==> src/include/dcec_pkg.sv <==
package dcec_pkg;

    // Channel count and transfer count width
    localparam int DCEC_NUM_CH  = 2;
    localparam int DCEC_COUNT_W = 24;

    // Register byte offsets
    localparam logic [7:0] DCEC_CH_STRIDE = 8'h10;
    localparam logic [7:0] DCEC_OFS_CTRL  = 8'h00;
    localparam logic [7:0] DCEC_OFS_COUNT = 8'h04;
    localparam logic [7:0] DCEC_OFS_OPER  = 8'h40;

    // Channel control field positions
    localparam int DCEC_B_DE = 0;
    localparam int DCEC_B_TE = 1;
    localparam int DCEC_B_IE = 2;
    localparam int DCEC_B_TS = 3;
    localparam int DCEC_B_TM = 5;
    localparam int DCEC_B_DS = 6;
    localparam int DCEC_B_RS = 8;

    // Operation register field positions
    localparam int DCEC_B_DME  = 0;
    localparam int DCEC_B_NMI_SEEN_FLAG = 1;
    localparam int DCEC_B_AE   = 2;

    // Values after reset
    localparam logic [31:0] DCEC_CTRL_RST = 32'h0000_0000;
    localparam logic [15:0] DCEC_OPER_RST = 16'h0000;

    // Request source codes
    localparam logic [3:0] DCEC_RS_EXT_DUAL = 4'h0;
    localparam logic [3:0] DCEC_RS_EXT_SA2D = 4'h2;
    localparam logic [3:0] DCEC_RS_EXT_SD2A = 4'h3;
    localparam logic [3:0] DCEC_RS_AUTO     = 4'h4;

    typedef enum logic [1:0] {
        DCEC_SZ_BYTE = 2'b00,
        DCEC_SZ_WORD = 2'b01,
        DCEC_SZ_LONG = 2'b10,
        DCEC_SZ_BAD  = 2'b11
    } dcec_size_t;

    typedef enum logic {
        DCEC_BUS_IDLE   = 1'b0,
        DCEC_BUS_ANSWER = 1'b1
    } dcec_bus_t;

    function automatic logic dcec_is_auto(input logic [3:0] rs);
        return rs == DCEC_RS_AUTO;
    endfunction : dcec_is_auto

    function automatic logic dcec_is_ext(input logic [3:0] rs);
        return (rs == DCEC_RS_EXT_DUAL) || (rs == DCEC_RS_EXT_SA2D) || (rs == DCEC_RS_EXT_SD2A);
    endfunction : dcec_is_ext

endpackage : dcec_pkg

==> src/include/dcec_req_if.sv <==
`timescale 1ns/1ps
interface dcec_req_if;
    logic pin_n;
    logic periph;
    logic ext_mode;
    logic edge_sel;
    logic armed;
    logic consume;
    logic pending;

    modport sense
    (
        input  pin_n, periph, ext_mode, edge_sel, armed, consume,
        output pending
    );
    modport ctrl
    (
        output pin_n, periph, ext_mode, edge_sel, armed, consume,
        input  pending
    );
endinterface : dcec_req_if

==> src/hdl/dcec_top.sv <==
`timescale 1ns/1ps
module dcec_top
    import dcec_pkg::*;
#(
    parameter int NCH = DCEC_NUM_CH,
    parameter int CW  = DCEC_COUNT_W
)
(
    input  logic                    clk,
    input  logic                    rstn,
    input  logic                    ce,
    input  logic                    standby,
    input  logic [7:0]              avs_address,
    input  logic                    avs_read,
    input  logic                    avs_write,
    input  logic [31:0]             avs_writedata,
    input  logic [3:0]              avs_byteenable,
    output logic [31:0]             avs_readdata,
    output logic                    avs_waitrequest,
    input  logic [NCH-1:0]          request_in_n,
    input  logic [NCH-1:0]          periph_req,
    input  logic                    nmi_in,
    input  logic                    addr_err,
    input  logic [NCH-1:0]          xfer_done,
    output logic [NCH-1:0]          xfer_req,
    output logic [NCH-1:0][1:0]     xfer_size,
    output logic [NCH-1:0]          xfer_burst,
    output logic [NCH-1:0]          xfer_irq
);

    ////////////////////////////////////////////////////////////////////////////////
    // Declarations

    dcec_bus_t              bus_st;
    logic                   rd_fire;
    logic                   wr_fire;
    logic [NCH-1:0]         sel_ctl;
    logic [NCH-1:0]         sel_cnt;
    logic                   sel_op;
    logic [31:0]            rd_val;

    logic                   master_enable;
    logic                   nmi_seen_flag;
    logic                   ae;

    logic [NCH-1:0]         de;
    logic [NCH-1:0]         ie;
    logic [NCH-1:0]         tm;
    logic [NCH-1:0]         ds;
    logic [NCH-1:0]         te;
    logic [NCH-1:0][1:0]    ts;
    logic [NCH-1:0][3:0]    rs;
    logic [NCH-1:0][CW-1:0] cnt;
    logic [NCH-1:0]         run;
    logic [NCH-1:0]         chan_en;
    logic [NCH-1:0]         want;
    logic [NCH-1:0]         grant;
    logic [NCH-1:0]         done_ok;
    logic [NCH-1:0]         last;
    logic [NCH-1:0]         pending;
    logic                   found;

    ////////////////////////////////////////////////////////////////////////////////
    // Address decode and read mux

    always_comb
    begin
        sel_ctl = '0;
        sel_cnt = '0;
        sel_op  = ({avs_address[7:2], 2'b00} == DCEC_OFS_OPER);
        for (int i = 0; i < NCH; i++)
        begin
            if ({avs_address[7:2], 2'b00} == 8'(i * DCEC_CH_STRIDE + DCEC_OFS_CTRL))
                sel_ctl[i] = 1'b1;
            if ({avs_address[7:2], 2'b00} == 8'(i * DCEC_CH_STRIDE + DCEC_OFS_COUNT))
                sel_cnt[i] = 1'b1;
        end
    end

    always_comb
    begin
        rd_val = 32'h0000_0000;
        if (sel_op)
            rd_val = {29'h0000_0000, ae, nmi_seen_flag, master_enable};
        for (int i = 0; i < NCH; i++)
        begin
            if (sel_ctl[i])
                rd_val = {20'h0_0000, rs[i], 1'b0, ds[i], tm[i], ts[i], ie[i], te[i], de[i]};
            if (sel_cnt[i])
                rd_val = 32'(cnt[i]);
        end
    end

    ////////////////////////////////////////////////////////////////////////////////
    // Avalon slave, one wait cycle per access

    assign rd_fire = (bus_st == DCEC_BUS_ANSWER) && avs_read;
    assign wr_fire = (bus_st == DCEC_BUS_ANSWER) && avs_write;

    always_ff @(posedge clk)
    begin
        if (!rstn)
        begin
            bus_st          <= DCEC_BUS_IDLE;
            avs_waitrequest <= 1'b1;
            avs_readdata    <= 32'h0000_0000;
        end
        else if (ce)
        begin
            unique case (bus_st)
                DCEC_BUS_IDLE:
                begin
                    if (avs_read || avs_write)
                    begin
                        bus_st          <= DCEC_BUS_ANSWER;
                        avs_waitrequest <= 1'b0;
                        avs_readdata    <= avs_read ? rd_val : 32'h0000_0000;
                    end
                end
                DCEC_BUS_ANSWER:
                begin
                    bus_st          <= DCEC_BUS_IDLE;
                    avs_waitrequest <= 1'b1;
                end
            endcase
        end
    end

    ////////////////////////////////////////////////////////////////////////////////
    // Operation register

    always_ff @(posedge clk)
    begin
        if (!rstn)
            master_enable <= DCEC_OPER_RST[DCEC_B_DME];
        else if (ce)
        begin
            if (standby)
                master_enable <= 1'b0;
            else if (wr_fire && sel_op && avs_byteenable[0])
                master_enable <= avs_writedata[DCEC_B_DME];
        end
    end

    // NMI flag set on every NMI
    dcec_flag u_nmi_seen_flag
    (
        .clk       (clk),
        .rstn      (rstn),
        .ce        (ce),
        .clear_all (standby),
        .set       (nmi_in),
        .rd_one    (rd_fire && sel_op && avs_readdata[DCEC_B_NMI_SEEN_FLAG]),
        .wr_any    (wr_fire && sel_op && avs_byteenable[0]),
        .wr_val    (avs_writedata[DCEC_B_NMI_SEEN_FLAG]),
        .flag      (nmi_seen_flag)
    );

    // Address error during transfer sets flag
    dcec_flag u_ae
    (
        .clk       (clk),
        .rstn      (rstn),
        .ce        (ce),
        .clear_all (standby),
        .set       (addr_err && (|run)),
        .rd_one    (rd_fire && sel_op && avs_readdata[DCEC_B_AE]),
        .wr_any    (wr_fire && sel_op && avs_byteenable[0]),
        .wr_val    (avs_writedata[DCEC_B_AE]),
        .flag      (ae)
    );

    ////////////////////////////////////////////////////////////////////////////////
    // Fixed priority, lowest channel wins the bus

    always_comb
    begin
        grant = '0;
        found = 1'b0;
        for (int i = 0; i < NCH; i++)
        begin
            if (want[i] && !found && !(|run))
            begin
                grant[i] = 1'b1;
                found    = 1'b1;
            end
        end
    end

    ////////////////////////////////////////////////////////////////////////////////
    // Channels

    for (genvar g = 0; g < NCH; g++)
    begin : g_ch
        dcec_req_if rq ();

        assign rq.pin_n    = request_in_n[g];
        assign rq.periph   = periph_req[g];
        assign rq.ext_mode = dcec_is_ext(rs[g]);
        assign rq.edge_sel = ds[g];
        assign rq.armed    = chan_en[g];
        assign rq.consume  = grant[g];
        assign pending[g]  = rq.pending;

        dcec_req_sense u_sense
        (
            .clk  (clk),
            .rstn (rstn),
            .ce   (ce),
            .rq   (rq.sense)
        );

        // All flags, the channel enable and the master enable gate the channel
        assign chan_en[g] = de[g] && master_enable && !te[g] && !nmi_seen_flag && !ae
                            && (ts[g] != DCEC_SZ_BAD);
        assign want[g]    = chan_en[g] && (dcec_is_auto(rs[g]) || pending[g]);
        assign done_ok[g] = xfer_done[g] && run[g] && chan_en[g];
        assign last[g]    = (cnt[g] == CW'(1));

        always_ff @(posedge clk)
        begin
            if (!rstn)
            begin
                de[g] <= DCEC_CTRL_RST[DCEC_B_DE];
                ie[g] <= DCEC_CTRL_RST[DCEC_B_IE];
                tm[g] <= DCEC_CTRL_RST[DCEC_B_TM];
                ds[g] <= DCEC_CTRL_RST[DCEC_B_DS];
                ts[g] <= DCEC_CTRL_RST[DCEC_B_TS +: 2];
                rs[g] <= DCEC_CTRL_RST[DCEC_B_RS +: 4];
            end
            else if (ce && wr_fire && sel_ctl[g])
            begin
                if (avs_byteenable[0])
                begin
                    de[g] <= avs_writedata[DCEC_B_DE];
                    ie[g] <= avs_writedata[DCEC_B_IE];
                    tm[g] <= avs_writedata[DCEC_B_TM];
                    ds[g] <= avs_writedata[DCEC_B_DS];
                    ts[g] <= avs_writedata[DCEC_B_TS +: 2];
                end
                if (avs_byteenable[1])
                    rs[g] <= avs_writedata[DCEC_B_RS +: 4];
            end
        end

        always_ff @(posedge clk)
        begin
            if (!rstn)
                cnt[g] <= '0;
            else if (ce)
            begin
                if (wr_fire && sel_cnt[g])
                begin
                    for (int b = 0; b < 4; b++)
                        if (avs_byteenable[b])
                            for (int k = 0; k < 8; k++)
                                if (b * 8 + k < CW)
                                    cnt[g][b * 8 + k] <= avs_writedata[b * 8 + k];
                end
                else if (done_ok[g])
                    cnt[g] <= cnt[g] - CW'(1);
            end
        end

        // Flag set on last unit only
        dcec_flag u_te
        (
            .clk       (clk),
            .rstn      (rstn),
            .ce        (ce),
            .clear_all (standby),
            .set       (done_ok[g] && last[g]),
            .rd_one    (rd_fire && sel_ctl[g] && avs_readdata[DCEC_B_TE]),
            .wr_any    (wr_fire && sel_ctl[g] && avs_byteenable[0]),
            .wr_val    (avs_writedata[DCEC_B_TE]),
            .flag      (te[g])
        );

        // Loss of enable suspends the channel
        // Burst keeps the bus between units
        always_ff @(posedge clk)
        begin
            if (!rstn)
                run[g] <= 1'b0;
            else if (ce)
            begin
                if (!chan_en[g])
                    run[g] <= 1'b0;
                else if (done_ok[g])
                    run[g] <= tm[g] && !last[g];
                else if (grant[g])
                    run[g] <= 1'b1;
            end
        end

        // Interrupt request from flag and enable
        always_ff @(posedge clk)
        begin
            if (!rstn)
                xfer_irq[g] <= 1'b0;
            else if (ce)
                xfer_irq[g] <= te[g] && ie[g];
        end

        // Size and mode straight from control
        assign xfer_req[g]   = run[g];
        assign xfer_size[g]  = ts[g];
        assign xfer_burst[g] = tm[g];

        ////////////////////////////////////////////////////////////////////////////
        // Checks

        AST_TE_SET: assert property (@(posedge clk) disable iff (!rstn)
            (ce && done_ok[g] && last[g] && !standby) |=> te[g])
            else $error("transfer end flag missed last unit");

        AST_TE_EARLY: assert property (@(posedge clk) disable iff (!rstn)
            (!te[g] && !chan_en[g]) |=> !te[g])
            else $error("transfer end flag set without completion");

        AST_TE_BLOCK: assert property (@(posedge clk) disable iff (!rstn)
            (ce && te[g]) |=> !run[g])
            else $error("channel runs while transfer end flag set");

        AST_DE_STOP: assert property (@(posedge clk) disable iff (!rstn)
            (ce && !de[g]) |=> !run[g])
            else $error("channel runs with enable clear");

        AST_COUNT_DEC: assert property (@(posedge clk) disable iff (!rstn)
            (ce && done_ok[g] && !(wr_fire && sel_cnt[g]))
            |=> cnt[g] == $past(cnt[g]) - CW'(1))
            else $error("count did not step down");

        AST_IRQ: assert property (@(posedge clk) disable iff (!rstn)
            (ce && te[g] && ie[g]) ##1 ce |=> xfer_irq[g] || !te[g] || !ie[g])
            else $error("completion interrupt missing");

        AST_TE_WR1: assert property (@(posedge clk) disable iff (!rstn)
            (ce && wr_fire && sel_ctl[g] && avs_writedata[DCEC_B_TE] && te[g] && !standby)
            |=> te[g])
            else $error("write of one changed transfer end flag");

        AST_STEAL: assert property (@(posedge clk) disable iff (!rstn)
            (ce && done_ok[g] && !tm[g]) |=> !run[g])
            else $error("cycle steal held the bus");
    end

    ////////////////////////////////////////////////////////////////////////////////
    // Global checks

    AST_NMI_SET: assert property (@(posedge clk) disable iff (!rstn)
        (ce && nmi_in && !standby) |=> nmi_seen_flag)
        else $error("nmi flag not set");

    AST_MASTER: assert property (@(posedge clk) disable iff (!rstn)
        (ce && (!master_enable || nmi_seen_flag || ae)) |=> (run == '0))
        else $error("channel runs while controller blocked");

    AST_START: assert property (@(posedge clk) disable iff (!rstn)
        (ce && (|want) && !(|run)) |=> (|run))
        else $error("enabled request did not start");

    AST_OPER_ZERO: assert property (@(posedge clk) disable iff (!rstn)
        (bus_st == DCEC_BUS_IDLE && avs_read && sel_op && ce)
        |=> avs_readdata[31:3] == 29'h0000_0000)
        else $error("operation register upper bits not zero");

    AST_STANDBY: assert property (@(posedge clk) disable iff (!rstn)
        (ce && standby) |=> (!master_enable && !nmi_seen_flag && !ae))
        else $error("standby left operation register set");

endmodule : dcec_top

==> src/hdl/dcec_req_sense.sv <==
`timescale 1ns/1ps
module dcec_req_sense
(
    input  logic   clk,
    input  logic   rstn,
    input  logic   ce,
    dcec_req_if.sense rq
);
    logic prev_n;
    logic prev_p;
    logic pend;
    logic edge_hit;
    logic level_mode;

    always_ff @(posedge clk)
    begin
        if (!rstn)
        begin
            prev_n <= 1'b1;
            prev_p <= 1'b0;
        end
        else if (ce)
        begin
            prev_n <= rq.pin_n;
            prev_p <= rq.periph;
        end
    end

    assign edge_hit   = rq.ext_mode ? (prev_n & ~rq.pin_n) : (~prev_p & rq.periph);
    // Sense bit picks level or edge for external requests; peripheral requests are always edge
    assign level_mode = rq.ext_mode & ~rq.edge_sel;

    always_ff @(posedge clk)
    begin
        if (!rstn)
            pend <= 1'b0;
        else if (ce)
        begin
            if (!rq.armed)
                pend <= 1'b0;
            else if (edge_hit)
                pend <= 1'b1;
            else if (rq.consume)
                pend <= 1'b0;
        end
    end

    assign rq.pending = level_mode ? ~rq.pin_n : pend;
endmodule : dcec_req_sense

==> src/hdl/dcec_flag.sv <==
`timescale 1ns/1ps
module dcec_flag
(
    input  logic clk,
    input  logic rstn,
    input  logic ce,
    input  logic clear_all,
    input  logic set,
    input  logic rd_one,
    input  logic wr_any,
    input  logic wr_val,
    output logic flag
);
    logic armed;

    // Zero write clears only after a one read
    always_ff @(posedge clk)
    begin
        if (!rstn)
            armed <= 1'b0;
        else if (ce)
        begin
            if (clear_all || wr_any)
                armed <= 1'b0;
            else if (rd_one)
                armed <= 1'b1;
        end
    end

    always_ff @(posedge clk)
    begin
        if (!rstn)
            flag <= 1'b0;
        else if (ce)
        begin
            if (clear_all)
                flag <= 1'b0;
            else if (set)
                flag <= 1'b1;
            else if (wr_any && !wr_val && armed)
                flag <= 1'b0;
        end
    end
endmodule : dcec_flag

==> config.mk <==
export PLATFORM = sky130hd
export DESIGN_NAME = dcec_top
export DESIGN_NICKNAME = d
export VERILOG_FILES = /design/src/include/dcec_pkg.sv /design/src/include/dcec_req_if.sv /design/src/hdl/dcec_top.sv /design/src/hdl/dcec_req_sense.sv /design/src/hdl/dcec_flag.sv
export SDC_FILE = /design/constraint.sdc
export NUM_CORES = 1
export LEC_CHECK = 0
export ABC_AREA = 1
export BUFFER_PORTS_ARGS = -buffer_cell sky130_fd_sc_hd__buf_2
export CELL_PAD_IN_SITES_DETAIL_PLACEMENT = 1
export CELL_PAD_IN_SITES_GLOBAL_PLACEMENT = 1
export CORE_AREA = 2 2 132 134
export CTS_CLUSTER_SIZE = 30
export DETAILED_ROUTE_END_ITERATION = 10
export DIE_AREA = 0 0 134 136
export PLACE_DENSITY_LB_ADDON = 0.1
export RECOVER_POWER = 100
export SYNTH_ARGS = -nofsm -noshare
export SYNTH_HDL_FRONTEND = slang
export SYNTH_SLANG_ARGS = --single-unit
==> constraint.sdc <==
create_clock -name clk -period 1.8 [get_ports clk]
set_input_delay 0.18 -clock clk [delete_from_list [all_inputs] [get_ports clk]]
set_output_delay 0.18 -clock clk [all_outputs]
set_load 0.05 [all_outputs]
# Word level (Yosys, flattened, before mapping)
# Index checks and enable logic that the tools add are counted.
[word_totals] register_bits=121 inputBits=58 wordCells=255
[classes] addsub=2 n_eq_ne=25 muxes=61 bitwise=13 reduce_logical=114
[ops] operator="32-bit two-way mux" count=5
[ops] operator="24-bit two-way mux" count=4
[ops] operator="1-bit logical AND" count=54
[ops] operator="24-bit by 1-bit equality test with 1-bit output, second input constant" count=2
[ops] operator="24-bit by 1-bit subtractor with 24-bit output, second input constant" count=2
[ops] operator="1-bit two-way mux" count=46
[ops] operator="2-bit AND reduction" count=18
[ops] operator="8-bit two-way mux" count=3
[ops] operator="3-bit AND reduction" count=7
[ops] operator="2-bit != test, second input constant" count=9
[ops] operator="4-bit by 2-bit equality test with 1-bit output, second input constant" count=4
[ops] operator="2-bit nonzero test" count=7
[ops] operator="6-bit by 3-bit equality test with 1-bit output, second input constant" count=2
[ops] operator="3-bit != test, second input constant" count=4
[ops] operator="3-bit nonzero test" count=4
[ops] operator="1-bit zero test" count=10
[ops] operator="1-bit logical OR" count=10
[ops] operator="4-bit by 3-bit equality test with 1-bit output, second input constant" count=2
[ops] operator="4-bit zero test" count=2
[ops] operator="1-bit inverter" count=7
[ops] operator="1-bit AND" count=6
[ops] operator="6-bit by 1-bit equality test with 1-bit output, second input constant" count=1
[ops] operator="6-bit by 5-bit equality test with 1-bit output, second input constant" count=1
[ops] operator="6-bit zero test" count=1
[ops] operator="3 further kinds" count=4

# Depth between registers and ports, before layout
# Gate-level depths: netlist of the first run.
[depth] ltp_word=16 depth_mapped=12

# Hierarchy
# From an unflattened synthesis of the first run, not the netlist that was laid out.
[unflattened] cells_unflattened=1207 hier_area_um2=7159.4
[modules_own_cells] mod="dcec_top" instances=1 cells_per_inst=1085 area_per_inst_um2=6413.7
[modules_own_cells] mod="dcec_flag" instances=4 cells_per_inst=18 area_per_inst_um2=103.8
[modules_own_cells] mod="dcec_req_sense" instances=2 cells_per_inst=25 area_per_inst_um2=165.2

# Worst setup path after synthesis of the first run
# Ideal clock, no wire load.
[synth_path] kind="register to register" from="reg ts, in the netlist xfer_size[0]" to="reg cnt[3] (netlist name)" arrival_ns=1.683 required_ns=1.730 slack_ns=0.047 path_stages_with_launch=12 n_path_buf=1 path_cell_list="dfxtp_1 > nand2_1 > nand2_1 > nor3_2 > nand2_1 > nand2_2 > nand2_4 > clkinv_2 > o21ai_2 > buf_2 > o21ai_1 > a21oi_1"
[synth_between] elab_chain_len=5
[synth_lines] element="from (decl)" line="dcec_top.sv:51" text="logic [NCH-1:0][1:0] ts;"
[synth_lines] element="from (signal, indexed assignment)" line="dcec_top.sv:228" text="ts[g] <= DCEC_CTRL_RST[DCEC_B_TS +: 2];"
[synth_lines] element="from (signal, indexed assignment)" line="dcec_top.sv:239" text="ts[g] <= avs_writedata[DCEC_B_TS +: 2];"
[synth_lines] element="2-bit != test" line="dcec_top.sv:215" text="&& (ts[g] != DCEC_SZ_BAD);"
[synth_lines] element="1-bit logical AND" line="dcec_top.sv:215"
[synth_lines] element="1-bit logical AND" line="dcec_top.sv:217" text="assign done_ok[g] = xfer_done[g] && run[g] && chan_en[g];"
[synth_lines] element="2-bit nonzero test (no line)"
[synth_lines] element="3-bit AND reduction (no line)"
[synth_lines] element="to (signal, indexed assignment)" line="dcec_top.sv:258" text="cnt[g][b * 8 + k] <= avs_writedata[b * 8 + k];"
[synth_lines] element="to (signal, indexed assignment)" line="dcec_top.sv:261" text="cnt[g] <= cnt[g] - CW'(1);"
[synth_lines] element="to (decl)" line="dcec_top.sv:53" text="logic [NCH-1:0][CW-1:0] cnt;"
# Every way passes these cells.
# A chain may end at the register's enable or synchronous reset.

# Worst setup path in the final report of the first run
[layout_path] from="reg master_enable" to="reg cnt[41] (netlist name)"
[layout_between] elab_chain_len=8
[layout_lines] element="from (decl)" line="dcec_top.sv:42" text="logic master_enable;"
[layout_lines] element="from (signal assigned)" line="dcec_top.sv:135" text="master_enable <= DCEC_OPER_RST[DCEC_B_DME];"
[layout_lines] element="from (signal assigned)" line="dcec_top.sv:141" text="master_enable <= avs_writedata[DCEC_B_DME];"
[layout_lines] element="1-bit logical AND (4 in a row)" line="dcec_top.sv:214" text="assign chan_en[g] = de[g] && master_enable && !te[g] && !nmi_seen_flag && !ae"
[layout_lines] element="1-bit logical AND" line="dcec_top.sv:215"
[layout_lines] element="1-bit logical AND" line="dcec_top.sv:217"
[layout_lines] element="2-bit nonzero test (no line)"
[layout_lines] element="3-bit AND reduction (no line)"
# Every way passes these cells.

==> flow_summary.ini, run 1 <==
[synthesis]
synth_top_area_share_pct = 34.4
synthFlopType = dfxtp_1
synth.top_cells.by_area = dfxtp_1 34%, nand2_1 12%, a21oi_1 8.3%
avgSynthCellArea_um2 = 6.54
synth_edf_count = 0
synth-async-reset-ratio_pct = 0
synth_top_area_cell = dfxtp_1
synthCells = 1005
ys_seq_elements = 113
seq_area_frac_synth_pct = 34.4
ys_warn_count = 0
ys_types = 49
syn_area_um2 = 6580

[sta]
fmax_ghz = 0.585
tightest_slew_ns = 0.524
hold_violations = 0
fin_crit_sh_pct = 95.0
holdWs_ns = 0.0200
skew_ns = 0.00705
min_period_ns = 1.71
slew-limit-headroom_pct = 64.7
setup_violations = 0
rsz0062_at_grt = true
timing.final.max_slew_violations = 0

[critical_path]
required_ns = 2.16
rr_startpoint = master_enable
reg2reg_to = cnt[41]
startpoint = master_enable
endpoint_kind = register
r2r_slack_ns = 0.09
r2r_cells = 9
critPathKind = register to register
crit_path_end = cnt[41]
cp_data_arrival_time_ns = 2.07
critPathMaxFanout = 6
cp-start-kind = register

[detailed_routing]
first_iter_violations = 331
ant_nets = 0
post_drt_wl_per_cell_um = 18.4
drc = 0
avgViaCountPerCell = 5.42
wl_um = 25200
dr.pass1.iters = 5
vias = 7435

[final_layout]
stdcell_count = 1372
final_area_um2 = 8310
finalCoreUtilization_pct = 49.2
nNetsFinal = 1197
area_growth_pct = 26.3
diodes = 0
fill_cells = 2264
drive_above_1_share_pct = 20.5

[outcome]
outcome = finished, final reports clean

[floorplan]
fp.dieW_um = 134
rows = 48
start_util_pct = 39.0
ios = 101
core_area_um2 = 16900
fp.dieH_um = 136
dieArea_um2 = 18200

[pwr]
power.density_nw_per_um2 = 779
leakage_nw = 3.69
vdd_drop_max_uv = 694

[job]
max_cap_violations = 0

[grt]
grt_pass1_wl_um = 39600
antenna_found_initial = 0
grt_max_degree = 44
grt_pass1_vias = 7334
grtUsageTotal_pct = 28.4
overflow = 0

[min_path]
hold_class = primary input to register
min_path_cells = 3

[cts]
cts_tree = yes
clkLatencyLatePin_ns = 0.43
root_buffer = clkbuf_16
cts.sinks = 113
clk_pin_slew_ns = 0.06
cts.htree.levels = 4
cts_buffers = 17
clock_path_buffers = 2

[place]
placed_cell_area_um2 = 7590
port-buffer-count = 81
dp_hpwl_um = 19100
routabilityCongestion = 0.866
dp_cells = 1337
## report_power, final
| part | internal, mW | switching (mW) | total [mW] |
|---|---|---|---|
| Combinational | 0.127 | 0.328 | 0.456 |
| Sequential | 2.52 | 0.00959 | 2.53 |
| Clock | 2.22 | 1.26 | 3.49 |
## routing by layer
layer / global-route usage (%) / vias up / share of wire (%)
li1: - / 3618 / -
met1: 34.5 / 3567 / 43
met2: 49.4 / 204 / 50
met3: 5.41 / 46 / 3.9
met4: 11.8 / 0 / 3.3
met5: 0 / - / 0
## layout by cell type (no fill, tap or decap), drive strengths merged, types with 3 or more instances in the layout
cell type,count
o211ai,18
nor2,117
a21oi,114
nor4,3
ha,4
clkinv,6
clkbuf,21
nand2,216
o21ai,102
buf,143
clkinvlp,3
o22ai,17
nand4,9
inv,121
conb,8
a211oi,9
a31oi,11
bufinv,3
xor2,8
dfxtp,113
nor3,13
nand3,65
o221ai,6
## cell families after synthesis
logic type,after synthesis,synth area share [%]
simple gates,429,28.4
compound gates,285,24.9
buf+inv,164,10.2
flops,113,34.4
xor+xnor,8,1.07
fa+ha+maj,4,0.761
other cells,1,0.0570
mux,1,0.152
## what timing repair did
item	4_1_cts	5_1_grt
buffers inserted	0	2
endpoints found under the setup margin	2	45
endpoints found under the hold margin	2	0
pin swaps	0	4
hold buffers	2	0
resized for setup	1	35
## sequential cells by signal (all words and copies together) (netlist names), 2 cells and up
signal and flops:
cnt 48, avs_readdata 24, rs 8, xfer_size 4, de 2, g_ch.rq.edge_sel 2
g_ch.u_sense.pend 2, g_ch.u_sense.prev_n 2, g_ch.u_sense.prev_p 2, g_ch.u_te.armed 2, g_ch.u_te.flag 2, ie 2
xfer_burst 2, xfer_irq 2, xfer_req 2
## cells in the mapped netlist (all sizes together) (8+ instances only)
cell type,n
o21ai,102
o22ai,17
nand4,9
xor2,8
dfxtp,113
nor2,117
buf,18
a211oi,9
a31oi,11
a21oi,114
nand3,65
nor3,13
nand2,216
o211ai,18
clkbuf,24
inv,121
## worst min-delay path by stage
| stage | from | to | slack, ns |
|---|---|---|---|
| finish | nmi_in | u_nmi_seen_flag.flag | 0.02 |
| global route | nmi_in | u_nmi_seen_flag.flag | 0.03 |
| floorplan | request_in_n[1] | g_ch[1].u_sense.prev_n | 0.31 |
| detailed placement | periph_req[0] | g_ch[0].u_sense.prev_p | 0.44 |
| CTS | nmi_in | u_nmi_seen_flag.flag | 0.008 |
| global placement | periph_req[0] | g_ch[0].u_sense.prev_p | 0.43 |
## cell type report
cell class,instances,area [um2],area share [%]
multi-input cells,735,3760,45.2
repair buffers,146,948,11.4
clock inverters,11,138,1.66
well taps,225,282,3.39
flip-flops and latches,113,2260,27.2
clock buffers,20,457,5.50
inverters,122,464,5.59
## per-stage QoR
stage               TNS (ns)  worst slack [ns]  total power [mW]
global route          -0.269           -0.0519              6.68
finish                     0            0.0904              6.47
global placement           0            0.0851              3.02
CTS                        0            0.0110              6.51
floorplan                  0            0.0470              2.84
detailed placement  -0.00215          -0.00215              3.03
## worst max-delay path, stage by stage, from the launching register on
cell	delay, ns
dfxtp_1	0.38
nand3_1	0.12
nor2_2	0.17
nand2_1	0.10
nand2_1	0.11
nand2_4	0.11
a21oi_4	0.27
buf_4	0.17
o211ai_1	0.08
a21oi_1	0.13
Power figures use the tool's default switching activity.
==> inputs of run 2 (changes only) <==
RECOVER_POWER = not set   (was 100)
==> run 2 against run 1 <==
Against the previous run: sequential power about the same; via count about the same; register-to-register slack hardly changed; non-clock buffer count stayed put; critical path depth is the same; critical endpoint unchanged; largest power group unchanged.
==> flow_summary.ini, run 2 (synthesis results as in run 1) <==
[detailed_routing]
drc = 0
post_drt_wl_per_cell_um = 18.4
first_iter_violations = 331
avgViaCountPerCell = 5.41
vias = 7428
dr.pass1.iters = 5
ant_nets = 0
wl_um = 25200

[final_layout]
largest_registers = cnt x48, avs_readdata x24, rs x8
drive_above_1_share_pct = 20.6
nNetsFinal = 1197
area_growth_pct = 26.4
mostFrequentLayoutCell = nand2_1
largest_register_ffs = 48
diodes = 0
top_register = cnt
final_cell_mix = 207 x nand2_1, 113 x dfxtp_1, 108 x inv_1, 108 x a21oi_1, 97 x nor2_1

[pwr]
power.density_nw_per_um2 = 779
intPower_mw = 4.87
vdd_drop_max_uv = 694
p_total_mw = 6.47
netSwitchingFraction_pct = 24.7
clkPwrFrac_pct = 53.9
leakage_nw = 3.69
p_comb_share_pct = 7.1
switchingPower_mw = 1.60
seqPwrFrac_pct = 39.1

[critical_path]
crit_path_end = cnt[41]
endpoint_kind = register
rr_startpoint = master_enable
critPathMaxFanout = 6
cp-start-kind = register
reg2reg_to = cnt[41]
r2r_cells = 9
required_ns = 2.16
cp_data_arrival_time_ns = 2.07
critPathKind = register to register
startpoint = master_enable
r2r_slack_ns = 0.09

[grt]
grt_pass1_vias = 7334
grt_pass1_wl_um = 39600
grtUsageTotal_pct = 28.4
antenna_found_initial = 0
overflow = 0
grt_max_degree = 44

[cts]
cts_buffers = 17
cts.htree.levels = 4
clkLatencyLatePin_ns = 0.43
clock_path_buffers = 2
cts_tree = yes
root_buffer = clkbuf_16
cts.sinks = 113
clk_pin_slew_ns = 0.06

[sta]
rsz0062_at_grt = true
fin_tns_setup_ns = 0
slew-limit-headroom_pct = 64.7
fin_crit_sh_pct = 95.0
tightest_slew_ns = 0.524
fmax_ghz = 0.585
min_period_ns = 1.71
skew_ns = 0.00705
timing.final.max_slew_violations = 0
setup_violations = 0
hold_violations = 0

[floorplan]
fp.dieW_um = 134
dieArea_um2 = 18200
rows = 48
fp.dieH_um = 136
ios = 101
start_util_pct = 39.0
core_area_um2 = 16900

[min_path]
hold_class = primary input to register

[place]
dp_hpwl_um = 19100
port-buffer-count = 81
routabilityCongestion = 0.866

[outcome]
outcome = finished, final reports clean

[job]
max_cap_violations = 0
[run 2: layout make-up]
cell class | count | area (um2)
fillers | 2263 | 8570
multi-input cells | 735 | 3760
flip-flops and latches | 113 | 2260
clock inverters | 11 | 138
clock buffers | 20 | 457
well taps | 225 | 282
inverters | 122 | 464
repair buffers | 146 | 952
[run 2: worst max-delay path, stage by stage (launching register included)]
cell and delay, ns:
dfxtp_1 0.38, nand3_1 0.12, nor2_2 0.17, nand2_1 0.10
nand2_1 0.11, nand2_4 0.11, a21oi_4 0.27, buf_4 0.17
o211ai_1 0.08, a21oi_1 0.13
[run 2: worst min path at each step]
| stage | from | endpoint | slack (ns) | depth (start not counted) |
|---|---|---|---|---|
| floorplan | request_in_n[1] | g_ch[1].u_sense.prev_n | 0.31 | 2 |
| global placement | periph_req[0] | g_ch[0].u_sense.prev_p | 0.43 | 3 |
| detailed placement | periph_req[0] | g_ch[0].u_sense.prev_p | 0.44 | 3 |
| CTS | nmi_in | u_nmi_seen_flag.flag | 0.008 | 3 |
| global route | nmi_in | u_nmi_seen_flag.flag | 0.03 | 3 |
| finish | nmi_in | u_nmi_seen_flag.flag | 0.02 | 3 |
[run 2: routing by layer]
layer  global-route usage, %  up-vias  wire [um]
met5                       0        -          0
met4                    11.8        0        840
met3                    5.41       46        981
met2                    49.4      204      12500
met1                    34.5     3560      10900
li1                        -     3618          -
[run 2: timing repair]
action,CTS,global route
pin swaps,0,4
endpoints found under the hold margin,2,0
resized for setup,1,35
setup buffers,0,2
hold buffers,2,0
cloned,0,0
endpoints found under the setup margin,2,45
[run 2: power by group through the flow]
stage	clock network, mW	logic (mW)	registers, mW
after CTS	3.54	0.451	2.53
after global routing	3.65	0.495	2.53
final	3.49	0.456	2.53
after detailed placement	0	0.445	2.58
after floorplan	0	0.235	2.60
after global placement	0	0.442	2.58
[run 2: metrics by stage]
step / util, % / setup slack, ns / std cells / hold WS, ns / cell area, um2
after floorplan: - / 0.0470 / 1012 / 0.306 / 6600
after global placement: 45.0 / 0.0851 / 1337 / 0.427 / 7590
after detailed placement: 45.0 / -0.00215 / 1337 / 0.436 / 7590
after CTS: 48.6 / 0.0110 / 1370 / 0.00810 / 8210
after global routing: 49.2 / -0.0519 / 1372 / 0.0322 / 8310
final: 49.2 / 0.0904 / 1372 / 0.0200 / 8310
